## src/hdl/sbid_regs.vh

```
`ifndef SBID_REGS_VH
`define SBID_REGS_VH
// register offsets
`define SBID_OFS_RETRY_SRC   10'h000
`define SBID_OFS_ROM_ADDR    10'h001
`define SBID_OFS_ID_HI       10'h002
`define SBID_OFS_ID_MID      10'h003
`define SBID_OFS_ID_LO_CFG   10'h004
`define SBID_OFS_CFG_LO      10'h005
`define SBID_OFS_LAST        10'h005
// field positions
`define SBID_RETRY_MSB       7
`define SBID_RETRY_LSB       3
`define SBID_OTP_DIS_BIT     1
`define SBID_ROM_DIS_BIT     0
`define SBID_WIDE_BIT        7
// reset values
`define SBID_RETRY_RST       5'h01
`define SBID_REV_RST         4'h0
`endif

```

## src/hdl/sbid_retry_ctr.v

```verilog
`timescale 1ns/1ps
// counts arbitration attempts; first attempt is free
module sbid_retry_ctr (
  input  wire       mclk,
  input  wire       reset,
  input  wire       start,
  input  wire       arb_lost,
  input  wire [4:0] limit,
  output reg        give_up
);
  reg [4:0] retries_r;
  always @(posedge mclk) begin
    if (reset || start) begin
      retries_r <= 5'h00;
      give_up   <= 1'b0;
    end else if (arb_lost) begin
      if (retries_r == limit) begin
        give_up <= 1'b1;
      end else begin
        retries_r <= retries_r + 5'h01;
      end
    end
  end
endmodule

```

## src/hdl/sbid_shadow_mem.v

```verilog
`timescale 1ns/1ps
// eight-byte register store at the default AW of 3, registered read data
module sbid_shadow_mem #(
  parameter AW = 3
) (
  input  wire          mclk,
  input  wire          we,
  input  wire [AW-1:0] waddr,
  input  wire [7:0]    wdata,
  input  wire [AW-1:0] raddr,
  output reg  [7:0]    rdata
);
  reg [7:0] mem [0:(1<<AW)-1];
  always @(posedge mclk) begin
    if (we) begin
      mem[waddr] <= wdata;
    end
    rdata <= mem[raddr];
  end
endmodule

```

## src/hdl/sbid_top.v

```verilog
`timescale 1ns/1ps
`include "sbid_regs.vh"
// How it works
// - five-bit retry limit for boot arbitration, read/write, resets to one.
// - first arbitration attempt is not counted; attempts equal limit plus one.
// - active-low boot source bits; serial memory values overwrite one-time values.
// - wide offset bit selects 15-bit multi-page boot memory offsets.
// - seven-bit field is the boot memory's two-wire bus address.
// - eleven-bit config code split over two bytes.
// - software may overwrite the config code once boot is done and read it back.
// - during boot load, serial control accesses are ignored.
// - on nack or checksum error, abort, leave registers not yet loaded at defaults, flag boot failure.
module sbid_top #(
  parameter [15:0] PART_ID_RST  = 16'h1234, // arbitrary value
  parameter [10:0] CFG_CODE_RST = 11'h000,
  parameter [6:0]  ROM_ADDR_RST = 7'h50,
  parameter        OTP_DIS_RST  = 1'b0,
  parameter        ROM_DIS_RST  = 1'b1,
  parameter        WIDE_RST     = 1'b0
) (
  input  wire       mclk,
  input  wire       reset,
  input  wire       reg_wr,
  input  wire       reg_rd,
  input  wire [9:0] reg_addr,
  input  wire [7:0] reg_wdata,
  output reg  [7:0] reg_rdata,
  output reg        reg_rvalid,
  input  wire       boot_wr,
  input  wire [9:0] boot_addr,
  input  wire [7:0] boot_wdata,
  input  wire       boot_arb_start,
  input  wire       boot_arb_lost,
  input  wire       boot_nack,
  input  wire       boot_crc_bad,
  input  wire       boot_done,
  output reg        boot_busy,
  output reg        boot_give_up,
  output reg        boot_load_failure,
  output reg  [4:0] arb_retry_limit,
  output reg        otp_load_disable_n,
  output reg        serial_rom_load_disable_n,
  output reg        wide_offset_select,
  output reg  [6:0] boot_rom_bus_address
);
  localparam ST_INIT = 3'b001;
  localparam ST_LOAD = 3'b010;
  localparam ST_RUN  = 3'b100;

  reg  [2:0] state_r;
  reg  [2:0] state_nxt;
  reg  [2:0] init_r;
  reg  [2:0] init_nxt;
  reg        rd_pend_r;
  reg        rd_map_r;
  reg  [7:0] init_byte;
  reg  [7:0] wd_mask;
  reg  [9:0] wa;
  reg  [7:0] wd_raw;
  wire [7:0] wd;
  wire [7:0] mem_rdata;
  wire       give_up;
  wire       in_init;
  wire       in_load;
  wire       in_run;
  wire       init_last;
  wire       in_map;
  wire       boot_in_map;
  wire       load_abort;
  wire       load_wr;
  wire       sw_wr;
  wire       wr;
  wire       hit_retry_src;
  wire       hit_rom_addr;

  assign in_init     = (state_r == ST_INIT);
  assign in_load     = (state_r == ST_LOAD);
  assign in_run      = (state_r == ST_RUN);
  assign init_last   = ({7'h00, init_r} == `SBID_OFS_LAST);
  assign in_map      = (reg_addr <= `SBID_OFS_LAST);
  assign boot_in_map = (boot_addr <= `SBID_OFS_LAST);
  assign load_abort  = in_load && (boot_nack || boot_crc_bad || give_up);

  // defaults are written into the store one byte per cycle after reset,
  // since a memory cannot be reset in one edge
  always @* begin
    init_byte = 8'h00;
    case (init_r)
      3'h0: begin
        init_byte = {`SBID_RETRY_RST, 1'b0, OTP_DIS_RST, ROM_DIS_RST};
      end
      3'h1: begin
        init_byte = {WIDE_RST, ROM_ADDR_RST};
      end
      3'h2: begin
        init_byte = {`SBID_REV_RST, PART_ID_RST[15:12]};
      end
      3'h3: begin
        init_byte = PART_ID_RST[11:4];
      end
      3'h4: begin
        init_byte = {PART_ID_RST[3:0], CFG_CODE_RST[10:7]};
      end
      3'h5: begin
        init_byte = {CFG_CODE_RST[6:0], 1'b0};
      end
      default: begin
        init_byte = 8'h00;
      end
    endcase
  end

  // reserved bit 2 of byte 0 and bit 0 of byte 5 stored as zero
  always @* begin
    wd_mask = 8'hFF;
    case (wa)
      `SBID_OFS_RETRY_SRC: begin
        wd_mask = 8'hFB;
      end
      `SBID_OFS_CFG_LO: begin
        wd_mask = 8'hFE;
      end
      default: begin
        wd_mask = 8'hFF;
      end
    endcase
  end

  // serial memory writes land after the otp defaults, so they overwrite them
  assign load_wr = in_load && boot_wr && boot_in_map;
  assign sw_wr   = in_run && reg_wr && in_map;
  assign wr      = in_init || load_wr || sw_wr;

  always @* begin
    wa     = reg_addr;
    wd_raw = reg_wdata;
    if (in_init) begin
      wa     = {7'h00, init_r};
      wd_raw = init_byte;
    end else if (load_wr) begin
      wa     = boot_addr;
      wd_raw = boot_wdata;
    end
  end

  assign wd            = wd_raw & wd_mask;
  assign hit_retry_src = wr && (wa == `SBID_OFS_RETRY_SRC);
  assign hit_rom_addr  = wr && (wa == `SBID_OFS_ROM_ADDR);

  sbid_shadow_mem #(
    .AW(3)
  ) u_mem (
    .mclk  (mclk),
    .we    (wr),
    .waddr (wa[2:0]),
    .wdata (wd),
    .raddr (reg_addr[2:0]),
    .rdata (mem_rdata)
  );

  sbid_retry_ctr u_rty (
    .mclk     (mclk),
    .reset    (reset),
    .start    (boot_arb_start),
    .arb_lost (boot_arb_lost),
    .limit    (arb_retry_limit),
    .give_up  (give_up)
  );

  always @* begin
    state_nxt = state_r;
    case (state_r)
      ST_INIT: begin
        if (init_last) begin
          if (serial_rom_load_disable_n) begin
            state_nxt = ST_RUN;
          end else begin
            state_nxt = ST_LOAD;
          end
        end
      end
      ST_LOAD: begin
        if (boot_done || load_abort) begin
          state_nxt = ST_RUN;
        end
      end
      ST_RUN: begin
        state_nxt = ST_RUN;
      end
      default: begin
        state_nxt = ST_INIT;
      end
    endcase
  end

  always @* begin
    init_nxt = init_r;
    if (in_init) begin
      init_nxt = init_r + 3'h1;
    end
  end

  always @(posedge mclk) begin
    if (reset) begin
      state_r <= ST_INIT;
      init_r  <= 3'h0;
    end else begin
      state_r <= state_nxt;
      init_r  <= init_nxt;
    end
  end

  // busy follows the next state, so it drops in the edge that enters run
  // and the first access is taken at the edge after
  always @(posedge mclk) begin
    if (reset) begin
      boot_busy <= 1'b1;
    end else begin
      boot_busy <= (state_nxt != ST_RUN);
    end
  end

  always @(posedge mclk) begin
    if (reset) begin
      boot_give_up <= 1'b0;
    end else begin
      boot_give_up <= give_up;
    end
  end

  // sticky until reset; registers not yet loaded keep their defaults
  always @(posedge mclk) begin
    if (reset) begin
      boot_load_failure <= 1'b0;
    end else if (load_abort) begin
      boot_load_failure <= 1'b1;
    end
  end

  // control copies track every store write, so the pins match the store once init has rewritten bytes 0 and 1
  always @(posedge mclk) begin
    if (reset) begin
      arb_retry_limit <= `SBID_RETRY_RST;
    end else if (hit_retry_src) begin
      arb_retry_limit <= wd[`SBID_RETRY_MSB:`SBID_RETRY_LSB];
    end
  end

  always @(posedge mclk) begin
    if (reset) begin
      otp_load_disable_n <= OTP_DIS_RST;
    end else if (hit_retry_src) begin
      otp_load_disable_n <= wd[`SBID_OTP_DIS_BIT];
    end
  end

  always @(posedge mclk) begin
    if (reset) begin
      serial_rom_load_disable_n <= ROM_DIS_RST;
    end else if (hit_retry_src) begin
      serial_rom_load_disable_n <= wd[`SBID_ROM_DIS_BIT];
    end
  end

  always @(posedge mclk) begin
    if (reset) begin
      wide_offset_select <= WIDE_RST;
    end else if (hit_rom_addr) begin
      wide_offset_select <= wd[`SBID_WIDE_BIT];
    end
  end

  always @(posedge mclk) begin
    if (reset) begin
      boot_rom_bus_address <= ROM_ADDR_RST;
    end else if (hit_rom_addr) begin
      boot_rom_bus_address <= wd[6:0];
    end
  end

  // reads ignored while loading; the map check travels with the request,
  // so back-to-back reads to different offsets are masked correctly
  always @(posedge mclk) begin
    if (reset) begin
      rd_pend_r <= 1'b0;
      rd_map_r  <= 1'b0;
    end else begin
      rd_pend_r <= reg_rd && in_run;
      rd_map_r  <= in_map;
    end
  end

  // registered store gives one cycle of latency before the answer
  always @(posedge mclk) begin
    if (reset) begin
      reg_rdata  <= 8'h00;
      reg_rvalid <= 1'b0;
    end else begin
      reg_rvalid <= rd_pend_r;
      if (rd_pend_r) begin
        if (rd_map_r) begin
          reg_rdata <= mem_rdata;
        end else begin
          reg_rdata <= 8'h00;
        end
      end
    end
  end
endmodule

```

## config.mk

```make
export PLATFORM = sky130hd
export DESIGN_NAME = sbid_top
export DESIGN_NICKNAME = d
export VERILOG_FILES = /design/src/hdl/sbid_retry_ctr.v /design/src/hdl/sbid_shadow_mem.v /design/src/hdl/sbid_top.v
export VERILOG_INCLUDE_DIRS = /design/src /design/src/hdl
export SDC_FILE = /design/constraint.sdc
export NUM_CORES = 1
export LEC_CHECK = 0
export ABC_AREA = 1
export CORE_MARGIN = 1.5
export CORE_UTILIZATION = 50
export CTS_BUF_LIST = sky130_fd_sc_hd__clkbuf_8
export DETAILED_ROUTE_END_ITERATION = 10
export DONT_BUFFER_PORTS = 1
export GPL_TIMING_DRIVEN = 0
export SLEW_MARGIN = 20
export SYNTH_ARGS = -nofsm -noshare
export SYNTH_HDL_FRONTEND = slang
export SYNTH_SLANG_ARGS = --single-unit
```

## constraint.sdc

```tcl
create_clock -name mclk -period 2.4 [get_ports mclk]
set_clock_uncertainty 0.2 [all_clocks]
set_input_delay 0.12 -clock mclk [delete_from_list [all_inputs] [get_ports mclk]]
set_output_delay 0.12 -clock mclk [all_outputs]
set_load 0.005 [all_outputs]
```

==> results of run 1 <==
[cells in the final DEF, fill, tap and decap left out, types with 2 or more instances in the layout]
cell           instances
xor2_1                 4
nand2_2                5
o21ai_0               32
nand3_2                2
clkinvlp_4             3
inv_1                 39
a31oi_1               13
clkinv_1               2
o21ai_1                3
nand3_1               47
nand2_1               75
clkbuf_1              16
inv_2                  3
clkbuf_8              17
nand2_4                3
a41oi_1                2
dfxtp_1               49
nand4_1                3
a21oi_1               20
buf_6                  2
ha_1                   6
nor2_2                 3
edfxtp_1              64
nor2_4                 7
nor3_1                 3
dlygate4sd3_1         21
buf_2                  5
nor2_1                79
inv_6                  8
a311oi_1               7
inv_4                  2
[routing by layer]
layer	routed length [µm]	GRT usage
met5	0	0
met4	150	0.0556
met3	837	0.0628
met2	5550	0.390
met1	5120	0.321
[cells by family (layout without fill, tap and decap cells)]
group | count (synthesis) | after routing
simple gates | 236 | 236
flops | 113 | 113
compound gates | 82 | 82
buf+inv | 68 | 121
fa+ha+maj | 6 | 6
xor+xnor | 5 | 5
mux | 1 | 1
[critical path, delay by kind of cell, from the launching register on]
kind          cells  cell delay [ps]
simple gates      8             1290
buf+inv           1               90
flops             1              330
[worst min path at each step]
stage	start	end	slack, ps	cells past startpoint
5_1_grt	boot_wdata[3]	u_mem.mem[7][3]	30	2
6_report	reg_addr[2]	arb_retry_limit[0]	20	8
3_3_place_gp	reg_rd	rd_pend_r	100	2
4_1_cts	reg_addr[2]	arb_retry_limit[0]	10	8
3_5_place_dp	reg_rd	rd_pend_r	90	2
2_1_floorplan	reg_rd	rd_pend_r	50	2
[flip-flops by register name, indices dropped and copies added (netlist names), 3 cells and up]
name and count:
u_mem.mem 64, reg_rdata 8, u_mem.rdata 8, boot_rom_bus_address 7, arb_retry_limit 5, u_rty.retries_r 5, init_r 3, state_r 3
[area by class of cell]
| type | count | area, µm² | area share |
|---|---|---|---|
| flip-flops and latches | 113 | 2900 | 0.512 |
| multi-input cells | 330 | 1740 | 0.307 |
| clock buffers | 17 | 234 | 0.0413 |
| repair buffers | 21 | 210 | 0.0371 |
| inverters | 44 | 169 | 0.0298 |
| well taps | 129 | 161 | 0.0285 |
| clock inverters | 15 | 143 | 0.0252 |
| plain buffers | 24 | 111 | 0.0196 |
[per-stage QoR]
step           power [µW]  setup slack (ps)  hold WS [ps]
6_report             4940               148          24.9
3_3_place_gp         3200              -260          95.1
2_1_floorplan        2980               350          47.0
4_1_cts              4940              -109          10.0
3_5_place_dp         3220              -294          94.8
5_1_grt              5170              1.87          30.9
[synth_stat cells, types with 3 or more instances]
cell type and count:
nand2_2 4, a21oi_1 20, nand3_1 47, buf_2 5
a311oi_1 7, nand2_1 76, nand4_1 3, o21ai_1 3
nand2_4 3, o21ai_0 32, nor3_1 3, dfxtp_1 49
inv_1 41, nor2_1 85, a31oi_1 14, ha_1 6
xor2_1 4, clkbuf_1 16, edfxtp_1 64
[power breakdown]
group / total [µW] / switching [µW] / internal (µW) / leakage (µW)
clock network: 1710 / 864 / 848 / 0.000189
registers: 2440 / 105 / 2330 / 0.00100
logic: 789 / 545 / 244 / 0.00100
total: 4940 / 1510 / 3420 / 0.00219
[timing repair]
| action | CTS | global route |
|---|---|---|
| hold buffers | 21 | 0 |
| setup endpoints to repair | 58 | 59 |
| gates resized for setup | 4 | 15 |
| hold endpoints to repair | 32 | 0 |
==> results.ini, run 1 <==
[logic_synthesis]
synth_top_cell_area_share = 0.396
yosys.area.top_type = edfxtp_1
synth_mux_area_frac = 0.00206
synth-compound-area-share = 0.0971
syn_avg_cell_area_um2 = 9.51
synthXorXnorAreaFrac = 0.00902
synth_edf_count = 64
syn_inst = 511
synthesis.area_um2 = 4860
syn-num-nets = 563
yosysUniqueCellTypes = 41
synth_top_family_by_area = simple AND/OR/NAND/NOR gates
synthAdderAreaFrac = 0.0155
synth_ff_type = edfxtp_1
async_reset_ff_frac = 0
yosysWarnings = 0
synth_area_leaders = edfxtp_1, dfxtp_1, nor2_1
ys_ff_latch = 113
synth_seq_area_share = 0.598
yosys.area_share.simple = 0.222

[timing]
period_minus_slack_ps = 2250
fmax_ghz = 0.444
worst_pin_slew_ps = 644
hold_viol_final = 0
fin_crit_sh = 0.938
rsz0062_at_grt = false
setup-tns-final_ps = 0
setup_viol = 0
slew_viol_final = 0
max_slew_margin = 0.569

[clock_network]
htreeDepth = 4
cts_buffers = 17
clk_pin_slew_ps = 80
cts_tree = built
worstSkewPairLatency_ps = 410
clock-sinks = 113
cts_buffer_depth = 2
cts-root-buf = clkbuf_8
post_cts.repair.setup_buffers = 0

[finish]
fill_cells = 814
drive_above_1_share = 0.124
finalNonFillerCells = 693
nets = 603
final_util = 0.608
syn2layout_area_growth_pct = 16.7
antenna_cells = 0
design_area_um2 = 5670

[setup_path]
crit_arrival_ps = 2100
path_cells = inv_2, nand3_4, nor2_8, nand2_4, nand2_1, nand3_1, nand2_1, nand2_1, nor2_2
cpMaxStageDelayCell = nor2_2
r2r_slack_ps = 150
cpMostUsedCell = nand2_1
crit_start = state_r[0]
crit_type = register to register
critPathCaptureType = register
cp_max_fo = 10
endpoint = u_mem.mem[2][3]
start_kind = register
reg2regPathDepth = 9
cpPeakStageDelay_ps = 430
r2r-start = state_r[0]
worstReg2RegEnd = u_mem.mem[2][3]
cp.required_ps = 2250

[global_routing]
grt_util_all_layers = 0.239
grt-ovfl-total = 0
grt_antenna_before_repair = 0
grt_max_degree = 18
grt_first_pass_wirelength_um = 18400
grt_pass1_vias = 3660

[place]
io_buffers = 0
place_area_um2 = 5020
dp.cells = 640
hpwl_um = 8080
gp_congestion = 0.828

[floorplan]
die-area_um2 = 10300
pin_count = 73
start_util = 0.521
chipWidth_um = 102
core_um2 = 9330
row_count = 35
die_h_um = 102

[pwr]
p_per_area_nw_per_um2 = 871
leakage_uw = 0.00219
ir_drop_mv = 0.625

[route]
drc_errors = 0
finalWirelength_um = 11700
viasPerCell = 5.33
drt-wirelength-per-cell_um = 16.8
vias = 3692
drtIter0Drc = 211
drtPass1Iterations = 4
ant_nets = 0

[outcome]
status = completed

[flow_run]
drv_cap = 0

[min_path]
min_path_type = input pin to register

No activity file was read; power rests on OpenSTA's default activity.
==> run 2, diff against run 1 <==
- ABC_AREA: 1 -> unset
- CTS_CLUSTER_DIAMETER: unset -> 120
==> run 2 against run 1 <==
Net effect:
- the run now ends with negative setup slack left
- worst setup slack got worse by 440 ps
- non-clock buffer count grew 32
- synthesized area grew 0.75%
- first-iteration DRC count grew 14%
- flip-flop and latch count is the same
- final area is 10% higher
- wire length decreased by 0.77%
- die area rose by 0.73%
- sequential share of layout area down 4.7 points
- critical endpoint is now u_mem.mem[1][3]
- largest cell class unchanged
==> results.ini, run 2 <==
[floorplan]
core_um2 = 9370  ; +0.47%
die-area_um2 = 10400  ; +0.73%
pin_count = 73  ; unchanged
start_util = 0.522  ; +0.00144
die_h_um = 102  ; +0.36%
row_count = 35  ; unchanged
chipWidth_um = 102  ; +0.36%

[global_routing]
grt-ovfl-total = 0  ; unchanged
grt_pass1_vias = 3356  ; -8.3%
grt_util_all_layers = 0.234  ; -0.00497
grt_antenna_before_repair = 0  ; unchanged
grt_max_degree = 17  ; -1
grt_first_pass_wirelength_um = 17500  ; -4.9%

[outcome]
status = finished, violations left
violations = negative setup slack

[pwr]
p_per_area_nw_per_um2 = 790  ; -9.3%
ir_drop_mv = 0.488  ; -22%
leakage_uw = 0.00224  ; +2.1%

[route]
viasPerCell = 5.63  ; +5.6%
drt-wirelength-per-cell_um = 19.5  ; +16%
ant_nets = 0  ; unchanged
drtPass1Iterations = 5  ; +1
drc_errors = 0  ; unchanged
drtIter0Drc = 241  ; +14%
vias = 3343  ; -9.5%
finalWirelength_um = 11600  ; -0.77%

[place]
dp_slack_ps = -906  ; -612 ps
hpwl_um = 6900  ; -15%
io_buffers = 0  ; unchanged
gp_congestion = 0.794  ; -4.2%

[logic_synthesis]
yosysUniqueCellTypes = 54  ; +32%
syn-num-nets = 427  ; -24%
synth_most_common_cell = edfxtp_1
synth_area_leaders = edfxtp_1, dfxtp_1, mux4_2
yosys-top-cells-count = edfxtp_1, dfxtp_1, nor2_1
synth-compound-area-share = 0.0798  ; -0.0173
async_reset_ff_frac = 0  ; unchanged
synthAdderAreaFrac = 0.0153  ; -0.000115
yosys.area_share.simple = 0.134  ; -0.0876
ys_ff_latch = 113  ; unchanged
synthesis.area_um2 = 4890  ; +0.75%
yosysWarnings = 0  ; unchanged
synthXorXnorAreaFrac = 0.0143  ; +0.00530
synth_ff_type = edfxtp_1
synth_top_cell_area_share = 0.393  ; -0.00293
synth_mux_area_frac = 0.136  ; +0.134
syn_inst = 375  ; -27%
yosys.area.top_type = edfxtp_1
synth_edf_count = 64  ; unchanged
synth_top_family_by_area = multiplexers
syn_avg_cell_area_um2 = 13.0  ; +37%
synth_seq_area_share = 0.593  ; -0.00443

[clock_network]
worstSkewPairLatency_ps = 430  ; +20 ps
clk_pin_slew_ps = 70  ; about the same
cts_buffer_depth = 2  ; unchanged
clock-sinks = 113  ; unchanged
htreeDepth = 4  ; unchanged
cts-root-buf = clkbuf_8
cts_buffers = 17  ; unchanged
cts_tree = built

[setup_path]
path_buf_inv = 2  ; +1
worstReg2RegEnd = u_mem.mem[1][3]
r2r_slack_ps = -300  ; -440 ps
cp.required_ps = 2340  ; +90 ps
cpPeakStageDelay_ps = 550  ; +120 ps
crit_start = state_r[2]
cpMaxStageDelayCell = or4_4
path_cells = or3b_4, or4_4, mux2i_4, buf_6, nor3_4, buf_6
r2r-start = state_r[2]
start_kind = register
critPathCaptureType = register
cp_top_family = simple AND/OR/NAND/NOR gates
reg2regPathDepth = 6  ; -3
crit_arrival_ps = 2630  ; +530 ps
cp_max_fo = 8  ; -2
crit_type = register to register
worst-path-stages = 6  ; -3
endpoint = u_mem.mem[1][3]
cpMostUsedCell = buf_6

[finish]
final_cell_mix = edfxtp_1, dfxtp_1, nor2_1, dlygate4sd3_1
multi_input_area_um2 = 2050  ; +18%
fill_cells = 700  ; -14%
top_register = u_mem.mem
drive_above_1_share = 0.271  ; +0.147
antenna_cells = 0  ; unchanged
register_area_um2 = 2910  ; +0.30%
reg_top3 = u_mem.mem x64, reg_rdata x8, u_mem.rdata x8
layout_commonest_cell = edfxtp_1
syn2layout_area_growth_pct = 27.9
largest_register_ffs = 64  ; unchanged
nets = 504  ; -16%

[timing]
setup_ws_ps = -297  ; -444 ps
fin_crit_sh = 1.12  ; +0.185
fmax_ghz = 0.371  ; -16%
period_minus_slack_ps = 2700  ; +444 ps
rsz0062_at_grt = true
hold_slack_ps = 39.5  ; +14.6 ps
slew_viol_final = 0  ; unchanged
worst_pin_slew_ps = 968  ; +323 ps
max_slew_margin = 0.355  ; -0.214
setup_viol = 99  ; +99
hold_viol_final = 0  ; unchanged

[flow_run]
drv_cap = 0  ; unchanged

[min_path]
min_path_type = input pin to register

run 2: worst min path at each step:
| stage | start | endpoint | slack (ps) | cells after the start |
|---|---|---|---|---|
| global placement | boot_arb_lost | u_rty.give_up | 70 | 2 |
| global route | boot_crc_bad | state_r[2] | 70 | 5 |
| floorplan | boot_arb_lost | u_rty.give_up | 60 | 2 |
| detailed placement | reg_rd | rd_pend_r | 90 | 1 |
| finish | boot_crc_bad | state_r[2] | 40 | 5 |
| CTS | boot_addr[0] | u_mem.mem[7][5] | 4 | 3 |
run 2: report_power, final:
group          total, µW  internal [µW]  switching [µW]
Combinational        810            381             429
Clock               1810           1020             790
Sequential          2320           2250            70.3
run 2: final cells by class:
cell class,count,share of cell area
Timing Repair Buffer,59,0.0984
Clock buffer,17,0.0374
Clock inverter,15,0.0272
Buffer,18,0.0120
Multi-Input combinational cell,231,0.327
Inverter,12,0.00720
Sequential cell,113,0.465
Tap cell,129,0.0258
run 2: timing repair:
item	CTS	global route
hold buffers	27	1
setup endpoints to repair	143	151
endpoints found under the hold margin	78	4
resized for setup	31	12
pin swaps	11	7
setup buffers	28	3
gates cloned	0	2
run 2: logic make-up after synthesis:
kind of cell / count (synthesis)
multiplexers: 43
AO/OA/AOI/OAI: 55
AND/OR/NAND/NOR: 117
buffers and inverters: 33
XOR/XNOR: 8
adder cells (fa/ha/maj): 6
flip-flops: 113
run 2: per-stage QoR:
step	cells	instance area, µm²	utilization	TNS [ps]	power (µW)
3_3_place_gp	504	5120	0.546	-87100	2950
5_1_grt	594	6260	0.668	-28950	5130
6_report	594	6260	0.668	-24080	4950
2_1_floorplan	375	4950	-	-34040	2790
3_5_place_dp	504	5120	0.546	-83860	2960
4_1_cts	588	6150	0.656	-19370	4920
run 2: routing by layer:
layer	GRT usage	part of all wire	wire (µm)	vias up
met4	0.101	0.018	209	0
met1	0.308	0.44	5070	1619
met3	0.0588	0.063	726	26
met5	0	0	0	-
li1	-	-	-	1556
met2	0.372	0.48	5560	142
run 2: tightest hold or removal path, cell delays in order:
cell and delay [ps]:
or3_1 90, a21oi_1 90, o22ai_1 160, a21oi_1 100
nor2_1 70
==> run 3, diff against run 2 <==
- CTS_BUF_LIST: sky130_fd_sc_hd__clkbuf_8 -> unset
==> run 3 against run 2 <==
Net effect:
- the flow still finishes with violations (negative setup slack)
- combinational power up 0.6%
- flip-flop and latch count unchanged
- register-to-register slack about the same
- non-clock buffer count up 2
- die area unchanged
- worst hold slack better by 18 ps
- critical path depth up 1
- fmax down 0.43%
- clock-buffer cell count up 4
- cell count up 0.34%
- final area up 3.2%
- sequential power about the same
- critical path type unchanged
- critical endpoint is now boot_rom_bus_address[4]
- largest cell class unchanged
- highest routed layer unchanged
==> results.ini, run 3 (same netlist as run 2, synthesis figures left out) <==
[setup_path]
cp_max_fo = 8  ; unchanged
crit_arrival_ps = 2900  ; +270 ps
cp.required_ps = 2590  ; +250 ps
start_kind = register
crit_type = register to register
critPathCaptureType = register
cpMostUsedCell = buf_6
cpMaxStageDelayCell = or4_4
cpPeakStageDelay_ps = 550  ; about the same
path_cells = or3b_4, or4_4, mux2i_4, buf_6, nor3_4, buf_6, a211o_1

[floorplan]
die_h_um = 102  ; unchanged
chipWidth_um = 102  ; unchanged
die-area_um2 = 10400  ; unchanged
start_util = 0.522  ; unchanged
core_um2 = 9370  ; unchanged
pin_count = 73  ; unchanged
row_count = 35  ; unchanged

[pwr]
ir_drop_mv = 0.545  ; +12%
p_per_area_nw_per_um2 = 868  ; +9.9%
p_sw_uw = 1380  ; +6.7%
p_clk_frac = 0.440  ; +0.073
total_power_uw = 5610  ; +13%
pwr-share-seq = 0.415  ; -0.055
internal_power_uw = 4230  ; +16%
combinationalPowerShare = 0.145  ; -0.019
leakage_uw = 0.00231  ; +3.2%
swShare = 0.245  ; -0.0153

[route]
viasPerCell = 5.68  ; +0.92%
drtIter0Drc = 239  ; -0.83%
ant_nets = 0  ; unchanged
drc_errors = 0  ; unchanged
vias = 3385  ; +1.3%
drt-wirelength-per-cell_um = 19.6  ; +0.76%
drtPass1Iterations = 5  ; unchanged
finalWirelength_um = 11700  ; +1.1%

[clock_network]
clock-sinks = 113  ; unchanged
clk_pin_slew_ps = 60  ; about the same
worstSkewPairLatency_ps = 510  ; +80 ps
cts-root-buf = clkbuf_8
htreeDepth = 4  ; unchanged
cts_buffers = 17  ; unchanged
cts_tree = built
cts_buffer_depth = 2  ; unchanged

[min_path]
min_path_type = input pin to register

[timing]
rsz0062_at_grt = true
slew_viol_final = 0  ; unchanged
hold_slack_ps = 57.3  ; +17.9 ps
hold_viol_final = 0  ; unchanged
worst_pin_slew_ps = 896  ; -71.3 ps
period_minus_slack_ps = 2710  ; +11.7 ps
fmax_ghz = 0.369  ; -0.43%
max_slew_margin = 0.402  ; +0.0476
setup-tns-final_ps = -24810  ; -730 ps
setup_ws_ps = -308  ; -11.7 ps
fin_crit_sh = 1.13  ; +0.00489
setup_viol = 99  ; unchanged

[place]
gp_congestion = 0.794  ; unchanged
place_area_um2 = 5120  ; unchanged
io_buffers = 0  ; unchanged
dp.cells = 504  ; unchanged
hpwl_um = 6900  ; unchanged

[finish]
layout_commonest_cell = edfxtp_1
finalNonFillerCells = 596  ; +0.34%
design_area_um2 = 6460  ; +3.2%
drive_above_1_share = 0.276  ; +0.00526
syn2layout_area_growth_pct = 32.0
largest_register_ffs = 64  ; unchanged
antenna_cells = 0  ; unchanged
reg_top3 = u_mem.mem x64, reg_rdata x8, u_mem.rdata x8
fill_cells = 665  ; -5.0%
nets = 506  ; +0.40%
final_cell_mix = edfxtp_1, dfxtp_1, dlygate4sd3_1
top_register = u_mem.mem

[outcome]
violations = negative setup slack
status = finished, violations left

[global_routing]
grt-ovfl-total = 0  ; unchanged
grt_util_all_layers = 0.238  ; +0.00355
grt_antenna_before_repair = 0  ; unchanged
grt_first_pass_wirelength_um = 17600  ; +0.63%
grt_max_degree = 17  ; unchanged
grt_pass1_vias = 3358  ; +0.060%

[flow_run]
drv_cap = 0  ; unchanged

==> run 3: cell count changes in the layout (fill, tap and decap cells not counted), sizes merged <==
| cell | change |
|---|---|
| inv | -4 |
| clkbuf | +3 |
| dlygate4sd3 | +1 |
| buf | +2 |
==> run 3: final cells by class <==
class | instances | area (µm²) | area share
clock inverters | 11 | 155 | 0.0240
clock buffers | 21 | 429 | 0.0664
well taps | 129 | 161 | 0.0250
inverters | 12 | 45.0 | 0.00697
multi-input cells | 231 | 2050 | 0.317
flip-flops and latches | 113 | 2910 | 0.451
repair buffers | 61 | 633 | 0.0980
plain buffers | 18 | 73.8 | 0.0114
==> run 3: worst paths after layout <==
kind,startpoint,slack [ps],end,depth (start not counted)
worst min-delay path,reg_addr[2],60,u_mem.rdata[6],2
worst max-delay path,state_r[2],-310,boot_rom_bus_address[4],7
worst max register to register,state_r[2],-310,boot_rom_bus_address[4],7
worst min register to register,u_mem.rdata[3],250,reg_rdata[3],2
==> run 3: metal layers <==
metal  GRT usage  vias to the layer above  wire length, µm
li1            -                     1562                -
met4      0.0759                        0              285
met5           0                        -                0
met3      0.0848                       38              918
met1       0.310                     1612             4960
met2       0.375                      173             5540
==> run 3: timing repair <==
item	CTS	global route
gates cloned	0	2
buffers inserted	28	4
hold buffers	29	0
gates resized for setup	33	10
pin swaps	12	3
endpoints found under the hold margin	107	0
setup endpoints to repair	143	143
==> run 3: critical path, delay by kind of cell (launching register included) <==
family          cells  cell delay (ps)
flops               1              350
compound gates      1              260
buf+inv             2              360
mux                 1              410
simple gates        3             1000
==> run 3: power groups by stage <==
stage | Combinational (µW) | Sequential, µW | Clock, µW
after floorplan | 450 | 2340 | 0
after global placement | 584 | 2360 | 0
after detailed placement | 588 | 2370 | 0
after CTS | 759 | 2330 | 2500
after global routing | 875 | 2340 | 2600
final | 815 | 2320 | 2470
==> run 3: stage by stage <==
step	util	setup slack, ps
floorplan	-	-436
CTS	0.679	-259
finish	0.689	-308
detailed placement	0.546	-906
global placement	0.546	-940
global route	0.689	-355
